`config.mk`:
```
export PLATFORM = sky130hd
export DESIGN_NAME = sis_device_flat
export DESIGN_NICKNAME = d
export VERILOG_FILES = /design/src/sis_pkg.sv /design/src/sis_link_if.sv /design/src/sis_device.sv /design/src/sis_lock_timer.sv /design/src/flat_wrapper.sv
export SDC_FILE = /design/constraint.sdc
export NUM_CORES = 1
export LEC_CHECK = 0
export BUFFER_PORTS_ARGS = -buffer_cell sky130_fd_sc_hd__buf_4
export CORE_MARGIN = 5
export CORE_UTILIZATION = 25
export CTS_CLUSTER_SIZE = 14
export DETAILED_ROUTE_END_ITERATION = 7
export GPL_ROUTABILITY_DRIVEN = 0
export GPL_TIMING_DRIVEN = 1
export PLACE_DENSITY = 0.4
export SLEW_MARGIN = 20
export SYNTH_ARGS = -nofsm -noshare
export SYNTH_HDL_FRONTEND = slang
export SYNTH_SLANG_ARGS = --single-unit
export TNS_END_PERCENT = 20
```
`constraint.sdc`:
```
create_clock -name REF_CLK -period 3.7 [get_ports REF_CLK]
set_input_delay 0.555 -clock REF_CLK [delete_from_list [all_inputs] [get_ports REF_CLK]]
set_output_delay 0.555 -clock REF_CLK [all_outputs]
set_load 0.02 [all_outputs]
```
`src/sis_pkg.sv`:
```
`default_nettype none
package sis_pkg;
	// Timing
	localparam int CLK_PERIOD_NS = 40;
	localparam int MCLK_PERIOD_NS = 40;
	localparam int TOGGLE_CYCLES = (MCLK_PERIOD_NS + CLK_PERIOD_NS - 1) / CLK_PERIOD_NS;
	localparam int SOFT_RESET_WAIT_NS = 650;
	localparam int SOFT_RESET_WAIT_CYCLES =
		(SOFT_RESET_WAIT_NS + CLK_PERIOD_NS - 1) / CLK_PERIOD_NS;
	localparam int SAMPLE_RATE_HZ = 48000;
	localparam int SAMPLE_WAIT_CYCLES =
		(1000000000 + SAMPLE_RATE_HZ * CLK_PERIOD_NS - 1) / (SAMPLE_RATE_HZ * CLK_PERIOD_NS);
	localparam int LOCK_MAX_NS = 10666000;
	localparam int LOCK_MAX_CYCLES = LOCK_MAX_NS / CLK_PERIOD_NS;
	localparam int LOCK_TYPICAL_NS = 3500000;
	localparam int LOCK_TYPICAL_CYCLES = LOCK_TYPICAL_NS / CLK_PERIOD_NS;
	localparam int BOOT_CYCLES = 64;
	localparam int SPI_SELECT_RISES = 3;
	localparam int TOGGLE_PHASES = 2 * SPI_SELECT_RISES;
	localparam int WAIT_W = 19;
	// Device register offsets
	localparam logic [15:0] REG_PLL_FEEDBACK_DIVIDER = 16'hf000;
	localparam logic [15:0] REG_PLL_INPUT_PRESCALER = 16'hf001;
	localparam logic [15:0] REG_CORE_CLOCK_SOURCE_SELECT = 16'hf002;
	localparam logic [15:0] REG_PLL_TURN_ON = 16'hf003;
	localparam logic [15:0] REG_PLL_LOCK_STATUS = 16'hf004;
	localparam logic [15:0] REG_CLOCK_OUTPUT_CONTROL = 16'hf005;
	localparam logic [15:0] REG_SUBSYSTEM_POWER_FIRST = 16'hf050;
	localparam logic [15:0] REG_SUBSYSTEM_POWER_SECOND = 16'hf051;
	localparam logic [15:0] REG_HIBERNATE = 16'hf400;
	localparam logic [15:0] REG_CORE_HALT_CONTROL = 16'hf403;
	localparam logic [15:0] REG_SOFTWARE_RESET_CONTROL = 16'hf890;
	// Reset values
	localparam logic [15:0] RST_PLL_FEEDBACK_DIVIDER = 16'h0060;
	localparam logic [15:0] RST_SOFTWARE_RESET = 16'h0001;
	localparam logic [15:0] RST_CLEAR = 16'h0000;
	// Sequence data
	localparam logic [15:0] VAL_OFF = 16'h0000;
	localparam logic [15:0] VAL_ON = 16'h0001;
	localparam logic [15:0] PRESCALE_DIV4 = 16'h0002;
	localparam logic [15:0] CLOCK_OUTPUT_ON = 16'h0005;
	localparam logic [15:0] POWER_FIRST_ON = 16'h4fff;
	localparam logic [15:0] POWER_SECOND_OFF = 16'h0000;
	// Sequence steps
	localparam logic [3:0] STEP_SOFT_EXIT = 4'h1;
	localparam logic [3:0] STEP_HIB_ON = 4'h3;
	localparam logic [3:0] STEP_PLL_ON = 4'h9;
	localparam logic [3:0] STEP_LAST = 4'hb;
	// Host register map
	localparam logic [7:0] HOST_CTRL = 8'h00;
	localparam logic [7:0] HOST_FEEDBACK = 8'h04;
	localparam logic [7:0] HOST_STATUS = 8'h08;
	localparam int CTRL_START = 0;
	localparam int CTRL_SPI = 1;
	localparam int STATUS_DONE = 0;
	localparam int STATUS_BUSY = 1;
	localparam int STATUS_TIMEOUT = 2;
	localparam int STATUS_STATE = 8;
	localparam logic [2:0] HSIZE_WORD = 3'h2;

	typedef enum logic [2:0] {
		SIS_IDLE = 3'h0,
		SIS_BOOT = 3'h1,
		SIS_TOGGLE = 3'h3,
		SIS_SEND = 3'h2,
		SIS_WAIT = 3'h6,
		SIS_POLL = 3'h7,
		SIS_RESP = 3'h5
	} sis_host_state_e;

	// Byte i of a word, most significant first
	function automatic logic [7:0] sis_word_byte(input logic [31:0] w, input logic [1:0] i);
		case (i)
			2'h0: return w[31:24];
			2'h1: return w[23:16];
			2'h2: return w[15:8];
			default: return w[7:0];
		endcase
	endfunction

	function automatic logic [3:0] sis_prescale_div(input logic [15:0] v);
		return 4'h1 << v[1:0];
	endfunction
endpackage
`default_nettype wire

```
`src/sis_link_if.sv`:
```
`default_nettype none
interface sis_link_if;
	logic mclk_valid;
	logic port_select_address_pin;
	logic cp_frame;
	logic cp_valid;
	logic [7:0] cp_byte;
	logic cp_read;
	logic cp_busy;
	logic cp_rvalid;
	logic [15:0] cp_rdata;

	modport device (
		input mclk_valid, port_select_address_pin, cp_frame, cp_valid, cp_byte, cp_read,
		output cp_busy, cp_rvalid, cp_rdata
	);
	modport host (
		output mclk_valid, port_select_address_pin, cp_frame, cp_valid, cp_byte, cp_read,
		input cp_busy, cp_rvalid, cp_rdata
	);
endinterface
`default_nettype wire

```
`src/sis_device.sv`:
```
// The AHB-Lite slave port was left to the implementer.
`default_nettype none
module sis_device
#(
	parameter int LOCK_CYCLES = sis_pkg::LOCK_TYPICAL_CYCLES
)
(
	// Clock and reset
	input wire logic REF_CLK,
	input wire logic SRST,
	// Control link
	sis_link_if.device LINK,
	// Strap
	input wire logic BOOT_FROM_MEMORY,
	// Core and clock controls
	output logic BOOT_BUSY,
	output logic SPI_MODE,
	output logic CORE_SOFT_RESET,
	output logic CORE_HIBERNATE,
	output logic CORE_HALTED,
	output logic CORE_CLK_FROM_PLL,
	output logic PLL_ON,
	output logic PLL_LOCKED,
	output logic [3:0] PLL_INPUT_DIV,
	output logic [15:0] PLL_MULT,
	output logic CLKOUT_ENABLE,
	output logic [15:0] POWER_FIRST,
	output logic [15:0] POWER_SECOND
);
	import sis_pkg::*;

	logic started;
	logic [6:0] boot_count;
	logic select_prev;
	logic [1:0] rises;
	logic [2:0] byte_idx;
	logic [7:0] addr_hi;
	logic [15:0] addr;
	logic [7:0] data_hi;
	logic lock_done;
	logic locking;
	logic port_open;
	logic wr_en;
	logic [15:0] wr_data;
	logic [15:0] rd_word;
	logic [15:0] pll_feedback_divider;
	logic [15:0] pll_input_prescaler;
	logic [15:0] core_clock_source_select;
	logic [15:0] pll_turn_on;
	logic [15:0] clock_output_control;
	logic [15:0] subsystem_power_first;
	logic [15:0] subsystem_power_second;
	logic [15:0] hibernate;
	logic [15:0] core_halt_control;
	logic [15:0] software_reset_control;

	// Wake once the master clock is valid, then catch the boot strap
	always_ff @(posedge REF_CLK)
	begin
		if (SRST)
		begin
			started <= 1'b0;
			BOOT_BUSY <= 1'b0;
			boot_count <= '0;
		end
		else if (!started && LINK.mclk_valid)
		begin
			started <= 1'b1;
			BOOT_BUSY <= BOOT_FROM_MEMORY;
		end
		else if (BOOT_BUSY)
		begin
			boot_count <= boot_count + 7'h1;
			if (boot_count == 7'(BOOT_CYCLES - 1))
				BOOT_BUSY <= 1'b0;
		end
	end

	// Port mode from rises of the select pin
	always_ff @(posedge REF_CLK)
	begin
		if (SRST)
		begin
			select_prev <= 1'b1;
			rises <= '0;
			SPI_MODE <= 1'b0;
		end
		else if (started && !BOOT_BUSY)
		begin
			select_prev <= LINK.port_select_address_pin;
			if (!SPI_MODE && LINK.port_select_address_pin && !select_prev)
			begin
				rises <= rises + 2'h1;
				if (rises == 2'(SPI_SELECT_RISES - 1))
					SPI_MODE <= 1'b1;
			end
		end
	end

	sis_lock_timer #(
		.CYCLES(LOCK_CYCLES)
	) u_lock (
		.clk(REF_CLK),
		.srst(SRST),
		.run(pll_turn_on[0]),
		.locked(lock_done)
	);

	always_comb
	begin
		locking = pll_turn_on[0] && !lock_done;
		port_open = started && !BOOT_BUSY && !locking;
		wr_data = {data_hi, LINK.cp_byte};
		wr_en = port_open && LINK.cp_frame && LINK.cp_valid && !LINK.cp_read
			&& byte_idx == 3'h3;
	end

	// Byte framing: address then data, most significant byte first
	always_ff @(posedge REF_CLK)
	begin
		if (SRST || !LINK.cp_frame)
			byte_idx <= '0;
		else if (LINK.cp_valid && byte_idx != 3'h4)
			byte_idx <= byte_idx + 3'h1;
	end

	always_ff @(posedge REF_CLK)
	begin
		if (SRST)
		begin
			addr_hi <= '0;
			addr <= '0;
			data_hi <= '0;
		end
		else if (LINK.cp_frame && LINK.cp_valid)
		begin
			case (byte_idx)
				3'h0: addr_hi <= LINK.cp_byte;
				3'h1: addr <= {addr_hi, LINK.cp_byte};
				3'h2: data_hi <= LINK.cp_byte;
				default: ;
			endcase
		end
	end

	// Register writes and the controls they drive
	always_ff @(posedge REF_CLK)
	begin
		if (SRST)
		begin
			pll_feedback_divider <= RST_PLL_FEEDBACK_DIVIDER;
			pll_input_prescaler <= RST_CLEAR;
			core_clock_source_select <= RST_CLEAR;
			pll_turn_on <= RST_CLEAR;
			clock_output_control <= RST_CLEAR;
			subsystem_power_first <= RST_CLEAR;
			subsystem_power_second <= RST_CLEAR;
			hibernate <= RST_CLEAR;
			core_halt_control <= RST_CLEAR;
			software_reset_control <= RST_SOFTWARE_RESET;
			CORE_SOFT_RESET <= 1'b0;
			CORE_HIBERNATE <= 1'b0;
			CORE_HALTED <= 1'b0;
			CORE_CLK_FROM_PLL <= 1'b0;
			PLL_ON <= 1'b0;
			PLL_INPUT_DIV <= sis_prescale_div(RST_CLEAR);
			CLKOUT_ENABLE <= 1'b0;
		end
		else if (wr_en)
		begin
			case (addr)
				REG_PLL_FEEDBACK_DIVIDER: pll_feedback_divider <= wr_data;
				REG_PLL_INPUT_PRESCALER:
				begin
					pll_input_prescaler <= wr_data;
					PLL_INPUT_DIV <= sis_prescale_div(wr_data);
				end
				REG_CORE_CLOCK_SOURCE_SELECT:
				begin
					core_clock_source_select <= wr_data;
					CORE_CLK_FROM_PLL <= wr_data[0];
				end
				REG_PLL_TURN_ON:
				begin
					pll_turn_on <= wr_data;
					PLL_ON <= wr_data[0];
				end
				REG_CLOCK_OUTPUT_CONTROL:
				begin
					clock_output_control <= wr_data;
					CLKOUT_ENABLE <= wr_data[0];
				end
				REG_SUBSYSTEM_POWER_FIRST: subsystem_power_first <= wr_data;
				REG_SUBSYSTEM_POWER_SECOND: subsystem_power_second <= wr_data;
				REG_HIBERNATE:
				begin
					hibernate <= wr_data;
					CORE_HIBERNATE <= wr_data[0];
				end
				REG_CORE_HALT_CONTROL:
				begin
					core_halt_control <= wr_data;
					CORE_HALTED <= wr_data[0];
				end
				REG_SOFTWARE_RESET_CONTROL:
				begin
					software_reset_control <= wr_data;
					CORE_SOFT_RESET <= !wr_data[0];
				end
				default: ;
			endcase
		end
	end

	always_ff @(posedge REF_CLK)
	begin
		if (SRST)
			PLL_LOCKED <= 1'b0;
		else
			PLL_LOCKED <= lock_done;
	end

	// Read mux; unmapped offsets read zero
	always_comb
	begin
		rd_word = '0;
		case ({addr_hi, LINK.cp_byte})
			REG_PLL_FEEDBACK_DIVIDER: rd_word = pll_feedback_divider;
			REG_PLL_INPUT_PRESCALER: rd_word = pll_input_prescaler;
			REG_CORE_CLOCK_SOURCE_SELECT: rd_word = core_clock_source_select;
			REG_PLL_TURN_ON: rd_word = pll_turn_on;
			REG_PLL_LOCK_STATUS: rd_word = {15'h0000, lock_done};
			REG_CLOCK_OUTPUT_CONTROL: rd_word = clock_output_control;
			REG_SUBSYSTEM_POWER_FIRST: rd_word = subsystem_power_first;
			REG_SUBSYSTEM_POWER_SECOND: rd_word = subsystem_power_second;
			REG_HIBERNATE: rd_word = hibernate;
			REG_CORE_HALT_CONTROL: rd_word = core_halt_control;
			REG_SOFTWARE_RESET_CONTROL: rd_word = software_reset_control;
			default: rd_word = '0;
		endcase
	end

	// Read answer one cycle after the second address byte
	always_ff @(posedge REF_CLK)
	begin
		if (SRST)
		begin
			LINK.cp_rvalid <= 1'b0;
			LINK.cp_rdata <= '0;
		end
		else
		begin
			LINK.cp_rvalid <= started && !BOOT_BUSY && LINK.cp_frame && LINK.cp_valid
				&& LINK.cp_read && byte_idx == 3'h1;
			if (LINK.cp_frame && LINK.cp_valid && LINK.cp_read && byte_idx == 3'h1)
				LINK.cp_rdata <= rd_word;
		end
	end

	// Busy while asleep, booting or locking
	always_ff @(posedge REF_CLK)
	begin
		if (SRST)
			LINK.cp_busy <= 1'b1;
		else
			LINK.cp_busy <= !started || BOOT_BUSY || locking;
	end

	assign PLL_MULT = pll_feedback_divider;
	assign POWER_FIRST = subsystem_power_first;
	assign POWER_SECOND = subsystem_power_second;
endmodule
`default_nettype wire

```
`src/sis_lock_timer.sv`:
```
`default_nettype none
module sis_lock_timer
#(
	parameter int CYCLES = sis_pkg::LOCK_TYPICAL_CYCLES
)
(
	// Clock and reset
	input wire logic clk,
	input wire logic srst,
	// Control
	input wire logic run,
	output logic locked
);
	import sis_pkg::*;

	logic [31:0] count;

	// Counts reference cycles while the PLL runs, holding once locked
	always_ff @(posedge clk)
	begin
		if (srst || !run)
			count <= '0;
		else if (!locked)
			count <= count + 32'h1;
	end

	always_ff @(posedge clk)
	begin
		if (srst || !run)
			locked <= 1'b0;
		else if (count == 32'(CYCLES - 1))
			locked <= 1'b1;
	end
endmodule
`default_nettype wire

```
`src/flat_wrapper.sv`:
```
// flat-port wrapper written by rule: the top's interface ports become plain ports
module sis_device_flat import sis_pkg::*;
#(
	parameter int LOCK_CYCLES = sis_pkg::LOCK_TYPICAL_CYCLES
)
  (REF_CLK, SRST, BOOT_FROM_MEMORY, BOOT_BUSY, SPI_MODE, CORE_SOFT_RESET, CORE_HIBERNATE, CORE_HALTED, CORE_CLK_FROM_PLL, PLL_ON, PLL_LOCKED, PLL_INPUT_DIV, PLL_MULT, CLKOUT_ENABLE, POWER_FIRST, POWER_SECOND, LINK_mclk_valid, LINK_port_select_address_pin, LINK_cp_frame, LINK_cp_valid, LINK_cp_byte, LINK_cp_read, LINK_cp_busy, LINK_cp_rvalid, LINK_cp_rdata);
  sis_link_if LINK_i ();
  input wire logic REF_CLK;
  input wire logic SRST;
  input wire logic BOOT_FROM_MEMORY;
  output logic BOOT_BUSY;
  output logic SPI_MODE;
  output logic CORE_SOFT_RESET;
  output logic CORE_HIBERNATE;
  output logic CORE_HALTED;
  output logic CORE_CLK_FROM_PLL;
  output logic PLL_ON;
  output logic PLL_LOCKED;
  output logic [3:0] PLL_INPUT_DIV;
  output logic [15:0] PLL_MULT;
  output logic CLKOUT_ENABLE;
  output logic [15:0] POWER_FIRST;
  output logic [15:0] POWER_SECOND;
  input wire logic [$bits(LINK_i.mclk_valid)-1:0] LINK_mclk_valid;
  input wire logic [$bits(LINK_i.port_select_address_pin)-1:0] LINK_port_select_address_pin;
  input wire logic [$bits(LINK_i.cp_frame)-1:0] LINK_cp_frame;
  input wire logic [$bits(LINK_i.cp_valid)-1:0] LINK_cp_valid;
  input wire logic [$bits(LINK_i.cp_byte)-1:0] LINK_cp_byte;
  input wire logic [$bits(LINK_i.cp_read)-1:0] LINK_cp_read;
  output wire logic [$bits(LINK_i.cp_busy)-1:0] LINK_cp_busy;
  output wire logic [$bits(LINK_i.cp_rvalid)-1:0] LINK_cp_rvalid;
  output wire logic [$bits(LINK_i.cp_rdata)-1:0] LINK_cp_rdata;
  assign LINK_i.mclk_valid = LINK_mclk_valid;
  assign LINK_i.port_select_address_pin = LINK_port_select_address_pin;
  assign LINK_i.cp_frame = LINK_cp_frame;
  assign LINK_i.cp_valid = LINK_cp_valid;
  assign LINK_i.cp_byte = LINK_cp_byte;
  assign LINK_i.cp_read = LINK_cp_read;
  assign LINK_cp_busy = LINK_i.cp_busy;
  assign LINK_cp_rvalid = LINK_i.cp_rvalid;
  assign LINK_cp_rdata = LINK_i.cp_rdata;
  sis_device #(.LOCK_CYCLES(LOCK_CYCLES)) u_core (.REF_CLK(REF_CLK), .SRST(SRST), .LINK(LINK_i), .BOOT_FROM_MEMORY(BOOT_FROM_MEMORY), .BOOT_BUSY(BOOT_BUSY), .SPI_MODE(SPI_MODE), .CORE_SOFT_RESET(CORE_SOFT_RESET), .CORE_HIBERNATE(CORE_HIBERNATE), .CORE_HALTED(CORE_HALTED), .CORE_CLK_FROM_PLL(CORE_CLK_FROM_PLL), .PLL_ON(PLL_ON), .PLL_LOCKED(PLL_LOCKED), .PLL_INPUT_DIV(PLL_INPUT_DIV), .PLL_MULT(PLL_MULT), .CLKOUT_ENABLE(CLKOUT_ENABLE), .POWER_FIRST(POWER_FIRST), .POWER_SECOND(POWER_SECOND));
endmodule
```
[After elaboration in Yosys (flattened, before gate mapping)]
Cells that the tools add are included.
Cells by class
  $add $sub $neg: 4
  multiply operators: 0
  div/mod/pow operators: 0
  magnitude comparators: 0
  equal/unequal tests: 28
  shift operators: 1
  mux-type cells: 4
  bitwise operators: 1
  reductions and logical operators: 49
Operators by type and width (count)
  equality test 16 bit, second input constant: 21
  case mux 16 bit (11 select lines): 1
  adder 32 x 1 -> 32 bit, second input constant: 1
  equality test 32 x 17 -> 1 bit, second input constant: 1
  AND reduction 2 bit: 15
  logical AND 1 bit: 18
  logical NOT 1 bit: 10
  adder 7 x 1 -> 7 bit, second input constant: 1
  equality test 7 x 6 -> 1 bit, second input constant: 1
  equality test 3 x 2 -> 1 bit, second input constant: 2
  logical OR 1 bit: 4
  left shift 1 x 2 -> 4 bit, first input constant: 1
  adder 3 x 1 -> 3 bit, second input constant: 1
  equality test 3 x 1 -> 1 bit, second input constant: 1
  logical NOT 3 bit: 1
  2-to-1 mux 1 bit: 3
  != test 3 bit, second input constant: 1
  AND reduction 3 bit: 1
  adder 2 x 1 -> 2 bit, second input constant: 1
  equality test 2 bit, second input constant: 1
  NOT 1 bit: 1
Storage, ports and cells
  bits in registers: 270
  latch bits: 0
  RAM bits: 0
  bits in read-only memories: 0
  bits of input ports: 16
  output and inout bits: 79
  logic and storage cells: 120
  memories kept: 0

[Longest topological paths before layout]
Gate-level depths: netlist of the first run.
  depth in word-level cells: 9
  gate-level depth with buffers: 10
  mapped depth without buffers: 7

[Hierarchy]
Synthesis of the first run repeated with hierarchy kept, for this count alone.
Unflattened totals
  cell total of the unflattened synthesis: 1344
  area total of the unflattened synthesis: 11487.3 sq um
Modules (own cells, without submodules)
  sis_device: times used 1, cells each 1151, area an instance 9843.2 sq um, sequential area each 4644.5 sq um
  sis_lock_timer: times used 1, cells each 193, area an instance 1644.1 sq um, sequential area each 660.6 sq um

[Worst setup path before layout of the first run]
Ideal clock, no wire load.
  path kind: input -> register
  start point: in LINK_cp_byte[6]
  end point: reg u_core.LINK.cp_rdata[0]
  setup time: 0.079 ns
  arrival time: 2.210 ns
  data required time: 3.621 ns
  slack: 1.411 ns
  stages: 7
  buffers on the path: 1
  cells stage by stage: buf_2 nor4_4 nand2_2 or4b_4 o311ai_1 nor3_1 a211oi_2
Between the ends
  cells in the longest elaborated chain, start to end: 2
  elaborated cells between the ends (all ways): 12
  classes of those cells: 11 x eq/ne; 1 x mux
Ends and longest elaborated chain
  start: declaration: RTL line flat_wrapper.sv:28  | input wire logic [$bits(LINK_i.cp_byte)-1:0] LINK_cp_byte;
  equality test 16 bit: RTL line sis_device.sv:227  | case ({addr_hi, LINK.cp_byte})
  case mux 16 bit (11 select lines) *: RTL line sis_device.sv:227
  end signal: assignment: RTL line sis_device.sv:256  | LINK.cp_rdata <= rd_word;
  end: declaration: RTL line sis_link_if.sv:15  | output cp_busy, cp_rvalid, cp_rdata
Mark *: on every way between the ends. The rest lies on a longest branch, timed or not.
A chain may end at the register's enable or synchronous reset.

[Worst setup path in the final report of the first run]
  start point: reg u_core.addr_hi[0]
  end point: reg u_core.LINK.cp_rdata[1]
Between the ends
  cells in the longest elaborated chain, start to end: 2
  elaborated cells between the ends (all ways): 12
  classes of those cells: 11 x eq/ne; 1 x mux
Ends and longest elaborated chain
  start: declaration: RTL line sis_device.sv:37  | logic [7:0] addr_hi;
  start signal: assignment: RTL line sis_device.sv:138  | 3'h0: addr_hi <= LINK.cp_byte;
  equality test 16 bit: RTL line sis_device.sv:227
  case mux 16 bit (11 select lines) *: RTL line sis_device.sv:227
Marked as above.

==> results of run 1 <==
-- worst max path at each step --
stage               slack (ns)                      startpoint  cells past startpoint                                    to
floorplan                 1.41                 LINK_cp_byte[6]                      7  u_core.LINK.cp_rdata[0]$_SDFFE_PP0P_
global placement          0.50                 LINK_cp_byte[0]                      7  u_core.LINK.cp_rdata[3]$_SDFFE_PP0P_
global route              0.83  u_core.addr_hi[0]$_SDFFE_PP0P_                      6  u_core.LINK.cp_rdata[3]$_SDFFE_PP0P_
detailed placement        0.55                 LINK_cp_byte[0]                      7  u_core.LINK.cp_rdata[3]$_SDFFE_PP0P_
CTS                       1.01  u_core.addr_hi[0]$_SDFFE_PP0P_                      6  u_core.LINK.cp_rdata[3]$_SDFFE_PP0P_
finish                    0.99  u_core.addr_hi[0]$_SDFFE_PP0P_                      6  u_core.LINK.cp_rdata[1]$_SDFFE_PP0P_
-- layout by cell type (no fill, tap or decap), types with 3 or more instances in the layout --
cell / instances
a222oi_1: 29
nand2_1: 397
a22o_1: 11
and3_1: 24
inv_1: 11
mux2i_1: 18
nor4_1: 7
or3_1: 8
buf_4: 121
bufinv_16: 3
ha_1: 8
clkbuf_8: 10
clkbuf_1: 9
a22oi_1: 29
or2_2: 5
nor2_1: 99
nand3b_1: 3
nor3_1: 8
o21ai_0: 7
nand4_1: 13
xor2_1: 23
xnor2_1: 11
nor2b_1: 7
mux2_2: 5
nor3_2: 5
a211oi_2: 11
nand2b_1: 5
and4b_1: 3
clkbuf_16: 35
dfxtp_1: 265
a211oi_1: 5
nor4_4: 3
nor4_2: 3
a21oi_1: 188
and4_1: 5
nand3_1: 28
and2_1: 4
-- cells in the mapped netlist, drive strengths merged (3+ instances only) --
library cell / number
nand2: 399
clkbuf: 73
xor2: 23
nor2: 100
nor2b: 7
a22o: 11
mux2: 5
nand3: 28
mux2i: 18
and4: 5
nor3: 13
a211oi: 16
dfxtp: 265
nand3b: 3
nand2b: 5
nor4: 13
inv: 11
a222oi: 29
a22oi: 29
and3: 24
ha: 8
a21oi: 188
buf: 27
or3: 8
and4b: 3
o21ai: 7
nand4: 13
and2: 4
xnor2: 11
or2: 5
-- area by class of cell --
| type | count | area, sq um | share of cell area (%) |
|---|---|---|---|
| multi-input cells | 998 | 5400 | 39.7 |
| flip-flops and latches | 265 | 5310 | 39.0 |
| clock buffers | 54 | 1050 | 7.70 |
| repair buffers | 123 | 940 | 6.91 |
| well taps | 592 | 741 | 5.44 |
| clock inverters | 8 | 138 | 1.01 |
| inverters | 11 | 41.3 | 0.303 |
-- metal layers --
| metal | routed length (um) | share of wire (%) | vias to the layer above |
|---|---|---|---|
| met4 | 844 | 2.1 | 0 |
| met3 | 2340 | 5.7 | 51 |
| met5 | 0 | 0 | - |
| met1 | 20400 | 50 | 4758 |
| li1 | - | - | 4837 |
| met2 | 17400 | 42 | 283 |
-- cells by family (layout without fill, tap and decap cells) --
logic type      Yosys count  in the layout  share of synthesized area, %
simple gates            641            641                          25.8
mux                      23             23                          2.12
xor+xnor                 34             34                          2.67
fa+ha+maj                 8              8                         0.897
buf+inv                 111            196                          4.15
flops                   265            265                          47.5
compound gates          292            292                          16.8
-- worst max-delay path, stage by stage (launching register included) --
cell	delay, ns
dfxtp_1	0.39
nor4_4	0.41
nand4_1	0.30
nor2b_1	0.72
a222oi_1	0.31
and3_1	0.29
a211oi_1	0.19
-- power groups by stage --
stage | Clock, mW | Combinational, mW | Sequential, mW
6_report | 3.50 | 0.178 | 2.88
5_1_grt | 3.71 | 0.195 | 2.88
4_1_cts | 3.60 | 0.180 | 2.88
3_5_place_dp | 0 | 0.180 | 2.94
3_3_place_gp | 0 | 0.180 | 2.94
2_1_floorplan | 0 | 0.114 | 2.94
-- per-stage QoR --
stage          cells  worst slack [ns]  util, %  hold WS [ns]  cell area (sq um)
3_3_place_gp    1989             0.501     28.1         0.437              12400
4_1_cts         2051              1.01     30.8         0.217              13600
6_report        2051             0.993     30.8         0.248              13600
3_5_place_dp    1989             0.546     28.1         0.442              12400
2_1_floorplan   1374              1.41        -         0.428              11200
5_1_grt         2051             0.829     30.8         0.234              13600
-- flip-flops by register name, indices dropped and copies added, names as in the netlist, 4 cells and up --
name,flops
u_core.u_lock.count,32
u_core.LINK.cp_rdata,16
u_core.PLL_MULT,16
u_core.POWER_FIRST,16
u_core.POWER_SECOND,16
u_core.addr,16
u_core.clock_output_control,16
u_core.core_clock_source_select,16
u_core.core_halt_control,16
u_core.hibernate,16
u_core.pll_input_prescaler,16
u_core.pll_turn_on,16
u_core.software_reset_control,16
u_core.addr_hi,8
u_core.data_hi,8
u_core.boot_count,7
u_core.PLL_INPUT_DIV,4
==> run summary, run 1 <==
Mapped Nets - 1,398
Slew Viols, Final - 0
CTS tree - built
Initial antenna violation count - 1
H-tree depth - 2
CP Launch Type - flop
Hold Path End - u_core.select_prev$_SDFFE_PP1N_
Share of layout cells above drive strength 1 - 14.7%
Core ar. - 44,200 sq um
Setup repair bufs after CTS - 0
Drt first pass iters - 6
Synth top area share - 47.5%
Hold Violations, Final - 0
CTS Buffer Depth - 3
Critical Path Fanout Max - 9
Crit path time final - 2.71 ns
Critical setup path kind - reg -> reg
Overall global routing resource usage - 16.2%
DP HPWL - 27,000 um
CTS Hold Bufs - 0
CTS Sinks - 265
Reg2reg start - u_core.addr_hi[0]$_SDFFE_PP0P_
Met2 usage - 23.7%
Port-buffer cells - 94
Die Footprint - 49,000 sq um
Total CTS buffers - 34
Syn Inst Count - 1,374
Post-synth top flop - dfxtp_1
Critical R2R Capture - u_core.LINK.cp_rdata[1]$_SDFFE_PP0P_
Die H - 221 um
PwrDens - 482 nW/um^2
Gr ovfl total - 0
Starting Density - 25.2%
GRT busiest layer - met1
Int Pwr - 5.08 mW
RSZ-0062 raised after global routing - false
Routed WL - 41,100 um
Global Route met1 Usage - 24.3%
Num ports - 95
Worst R2R Setup Slack - 0.99 ns
Later-pin clock latency in the skew report - 0.55 ns
Switching power as a share of total power - 22.5%
Final antenna-violating net count - 0
Synth Register Bits - 265
Number of synthesized flops with an enable pin - 0
Worst VDD drop - 0.214 mV
Leak - 4.55 nW
Clock network fraction of total power - 53.3%
DRC violations left - 0
Number of diodes - 0
Area Overhead vs Synth - 21.9%
Via density - 4.84
Clock root buffer - clkbuf_16
Mean Syn Cell Area - 8.12 sq um
Crit path DAT - 3.15 ns
Period utilisation layout - 73.2%
Clock Pin Slew Worst Setup and Hold Paths - 0.06 ns
Largest area contributor in the netlist - dfxtp_1
Layout fillers - 4,665
Max-cap violations - 0
Synth area leaders - dfxtp_1 48%, nand2_1 13%, a21oi_1 8.4%, nor2_1 3.3%, a222oi_1 2.6%
Worst slew margin - 32.9%
Synth warn - 0
Vias in the first global route - 9,506
Distinct cells, synth - 57
Post-CTS sizing - 0
Largest net degree at the start of global routing - 155
Endpoints failing setup - 0
Async SR Flop Fraction - 0%
DIE WIDTH - 221 um
R2R depth - 6
Tightest Pin Transition - 1.00 ns
Routed vias - 9,929
Worst-case clock skew - 0.0256 ns
First-pass GRT wire length - 62,600 um
Seq pwr share - 43.9%
HP Class - in -> reg
Post-route setup TNS - 0 ns
Peak Freq - 0.369 GHz
Req. time, crit path - 4.14 ns
Iteration-0 DRC Markers - 918
Origin of the worst min-delay path - LINK_port_select_address_pin
Logic pwr share - 2.7%
Hold path depth - 2
Avg WL per Cell - 20.0 um
Status - finished clean
Synthesized cell area - 11,200 sq um
Row cnt - 77
Tot Pwr - 6.55 mW
NumNets Final - 1,457
Grt met3 use - 3.03%
Crit end category - flop
P_sw - 1.48 mW
Register area share after synthesis - 47.5%
Power figures use the tool's default switching activity.
==> inputs of run 2 (changes only) <==
==> constraint.sdc (replaced) <==
create_clock -name REF_CLK -period 2.7 [get_ports REF_CLK]
set_input_delay 0.405 -clock REF_CLK [delete_from_list [all_inputs] [get_ports REF_CLK]]
set_output_delay 0.405 -clock REF_CLK [all_outputs]
set_load 0.02 [all_outputs]
==> run 2 against run 1 <==
  * Non-clock buffer count is 22 higher
  * Combinational power is 48% higher
  * Clock-buffer cell count is 3 lower
  * Clock power is 35% higher
  * First-iteration DRC count is 14% lower
  * Sequential share of layout area is 0.47 points lower
  * Register-to-register slack worse by 0.66 ns
  * Cell area is 1.2% higher
  * Fmax is 15% higher
  * Largest cell class unchanged
  * Highest routed layer unchanged
==> run summary, run 2 (synthesis results as in run 1) <==
Layout fillers - 4,705
Leading cell type in the layout, fill and taps excluded - nand2_1
Die Footprint - 49,000 sq um
Initial antenna violation count - 1
Via density - 4.84
Avg WL per Cell - 19.5 um
Number of diodes - 0
Starting Density - 25.2%
CTS Sinks - 265
Hold Path End - u_core.started$_SDFFE_PP0P_
DRC violations left - 0
Worst slew margin - 30.1%
Dpl ws - 0.233 ns
Critical Path Fanout Max - 10
Tot Pwr - 8.92 mW
CTS Buffer Depth - 3
Commonest cells after routing, fill and taps aside - 397 x nand2_1, 265 x dfxtp_1, 188 x a21oi_1
DP HPWL - 27,300 um
Req. time, crit path - 3.10 ns
Final core occ - 31.1%
Cell family with most CP delay - compound AO/OA/AOI/OAI gates
Worst-case clock skew - 0.0321 ns
First-pass GRT wire length - 61,500 um
CP Launch Type - flop
Row cnt - 77
DIE WIDTH - 221 um
Final hold slack - 0.108 ns
Max FFs per register - 32
Drt first pass iters - 7
Hold Violations, Final - 0
Vias in the first global route - 9,742
Port-buffer cells - 94
R2R depth - 8
Status - finished clean
Max-cap violations - 0
Worst Path Buf+Inv - 2
Critical setup path kind - reg -> reg
Leak - 4.66 nW
Largest Register - u_core.u_lock.count
Crit path time final - 2.36 ns
Gr ovfl total - 0
Slew Viols, Final - 0
Crit path DAT - 2.77 ns
Tightest Pin Transition - 1.05 ns
Crit end category - flop
Worst R2R Setup Slack - 0.34 ns
HP Class - in -> reg
Largest net degree at the start of global routing - 211
Peak Freq - 0.423 GHz
Later-pin clock latency in the skew report - 0.54 ns
Overall global routing resource usage - 15.9%
Clock Pin Slew Worst Setup and Hold Paths - 0.06 ns
NumNets Final - 1,479
Reg2reg start - u_core.byte_idx[1]$_SDFFE_PP0P_
Routed WL - 40,500 um
Critical path's slowest cell - o41ai_4
Total CTS buffers - 34
RSZ-0062 raised after global routing - false
Final antenna-violating net count - 0
Period utilisation layout - 87.5%
CTS Hold Bufs - 0
Die H - 221 um
Hold path depth - 3
H-tree depth - 2
Share of layout cells above drive strength 1 - 16.1%
Origin of the worst min-delay path - LINK_mclk_valid
Endpoints failing setup - 0
CTS tree - built
Clock root buffer - clkbuf_16
Final setup margin - 0.337 ns
CP max stage delay - 0.75 ns
Area Overhead vs Synth - 23.4%
Critical R2R Capture - u_core.LINK.cp_rdata[10]$_SDFFE_PP0P_
Worst VDD drop - 0.317 mV
PwrDens - 647 nW/um^2
Post-CTS sizing - 0
Iteration-0 DRC Markers - 788
Setup repair bufs after CTS - 0
Core ar. - 44,200 sq um
CP Cell Sequence - inv_1 > ha_1 > nor3b_4 > and2_1 > o41ai_1 > o41ai_4 > buf_4 > a211oi_2
Routed vias - 10,000
Post-route setup TNS - 0 ns
Num ports - 95
run 2: how the worst max path moves through the flow:
| stage | from | end | depth (start not counted) |
|---|---|---|---|
| after floorplan | LINK_cp_byte[6] | u_core.LINK.cp_rdata[0]$_SDFFE_PP0P_ | 7 |
| after global placement | LINK_cp_valid | u_core.LINK.cp_rdata[6]$_SDFFE_PP0P_ | 8 |
| after global routing | u_core.byte_idx[1]$_SDFFE_PP0P_ | u_core.LINK.cp_rdata[10]$_SDFFE_PP0P_ | 8 |
| after CTS | u_core.byte_idx[1]$_SDFFE_PP0P_ | u_core.LINK.cp_rdata[10]$_SDFFE_PP0P_ | 8 |
| final | u_core.byte_idx[1]$_SDFFE_PP0P_ | u_core.LINK.cp_rdata[10]$_SDFFE_PP0P_ | 8 |
| after detailed placement | LINK_cp_frame | u_core.LINK.cp_rdata[10]$_SDFFE_PP0P_ | 8 |
run 2: area by class of cell:
type                            instances  area [sq um]  share of cell area (%)
Sequential cell                       265          5310                    38.5
Timing Repair Buffer                  145          1130                    8.20
Tap cell                              592           741                    5.38
Clock inverter                         10           135                   0.981
Inverter                               11          41.3                   0.300
Clock buffer                           51          1030                    7.45
Multi-Input combinational cell        998          5400                    39.2
run 2: per-stage QoR:
step	cells	instance area [sq um]
2_1_floorplan	1374	11200
3_3_place_gp	2011	12600
3_5_place_dp	2011	12600
4_1_cts	2072	13800
5_1_grt	2072	13800
6_report	2072	13800
run 2: worst register-to-register path: cells and delay by family, from the launching register on:
family          cells  cell delay (ns)
buf+inv             2             0.41
simple gates        2             0.42
fa+ha+maj           1             0.17
flops               1             0.32
compound gates      3             0.93
run 2: layer usage:
metal  part of all wire [%]  track usage, %  vias up
met5                      0               0        -
met4                    2.1            4.74        0
met1                     48            23.0     4804
met2                     44            24.3      262
met3                    5.8            2.80       54
li1                       -               -     4899
run 2: power breakdown:
group          switching [mW]  internal [mW]  leakage [nW]  total, mW
combinational           0.191         0.0731          1.95      0.264
clock                    1.79           2.92         0.577       4.71
sequential             0.0186           3.93          2.14       3.94
total                    2.00           6.92          4.66       8.92
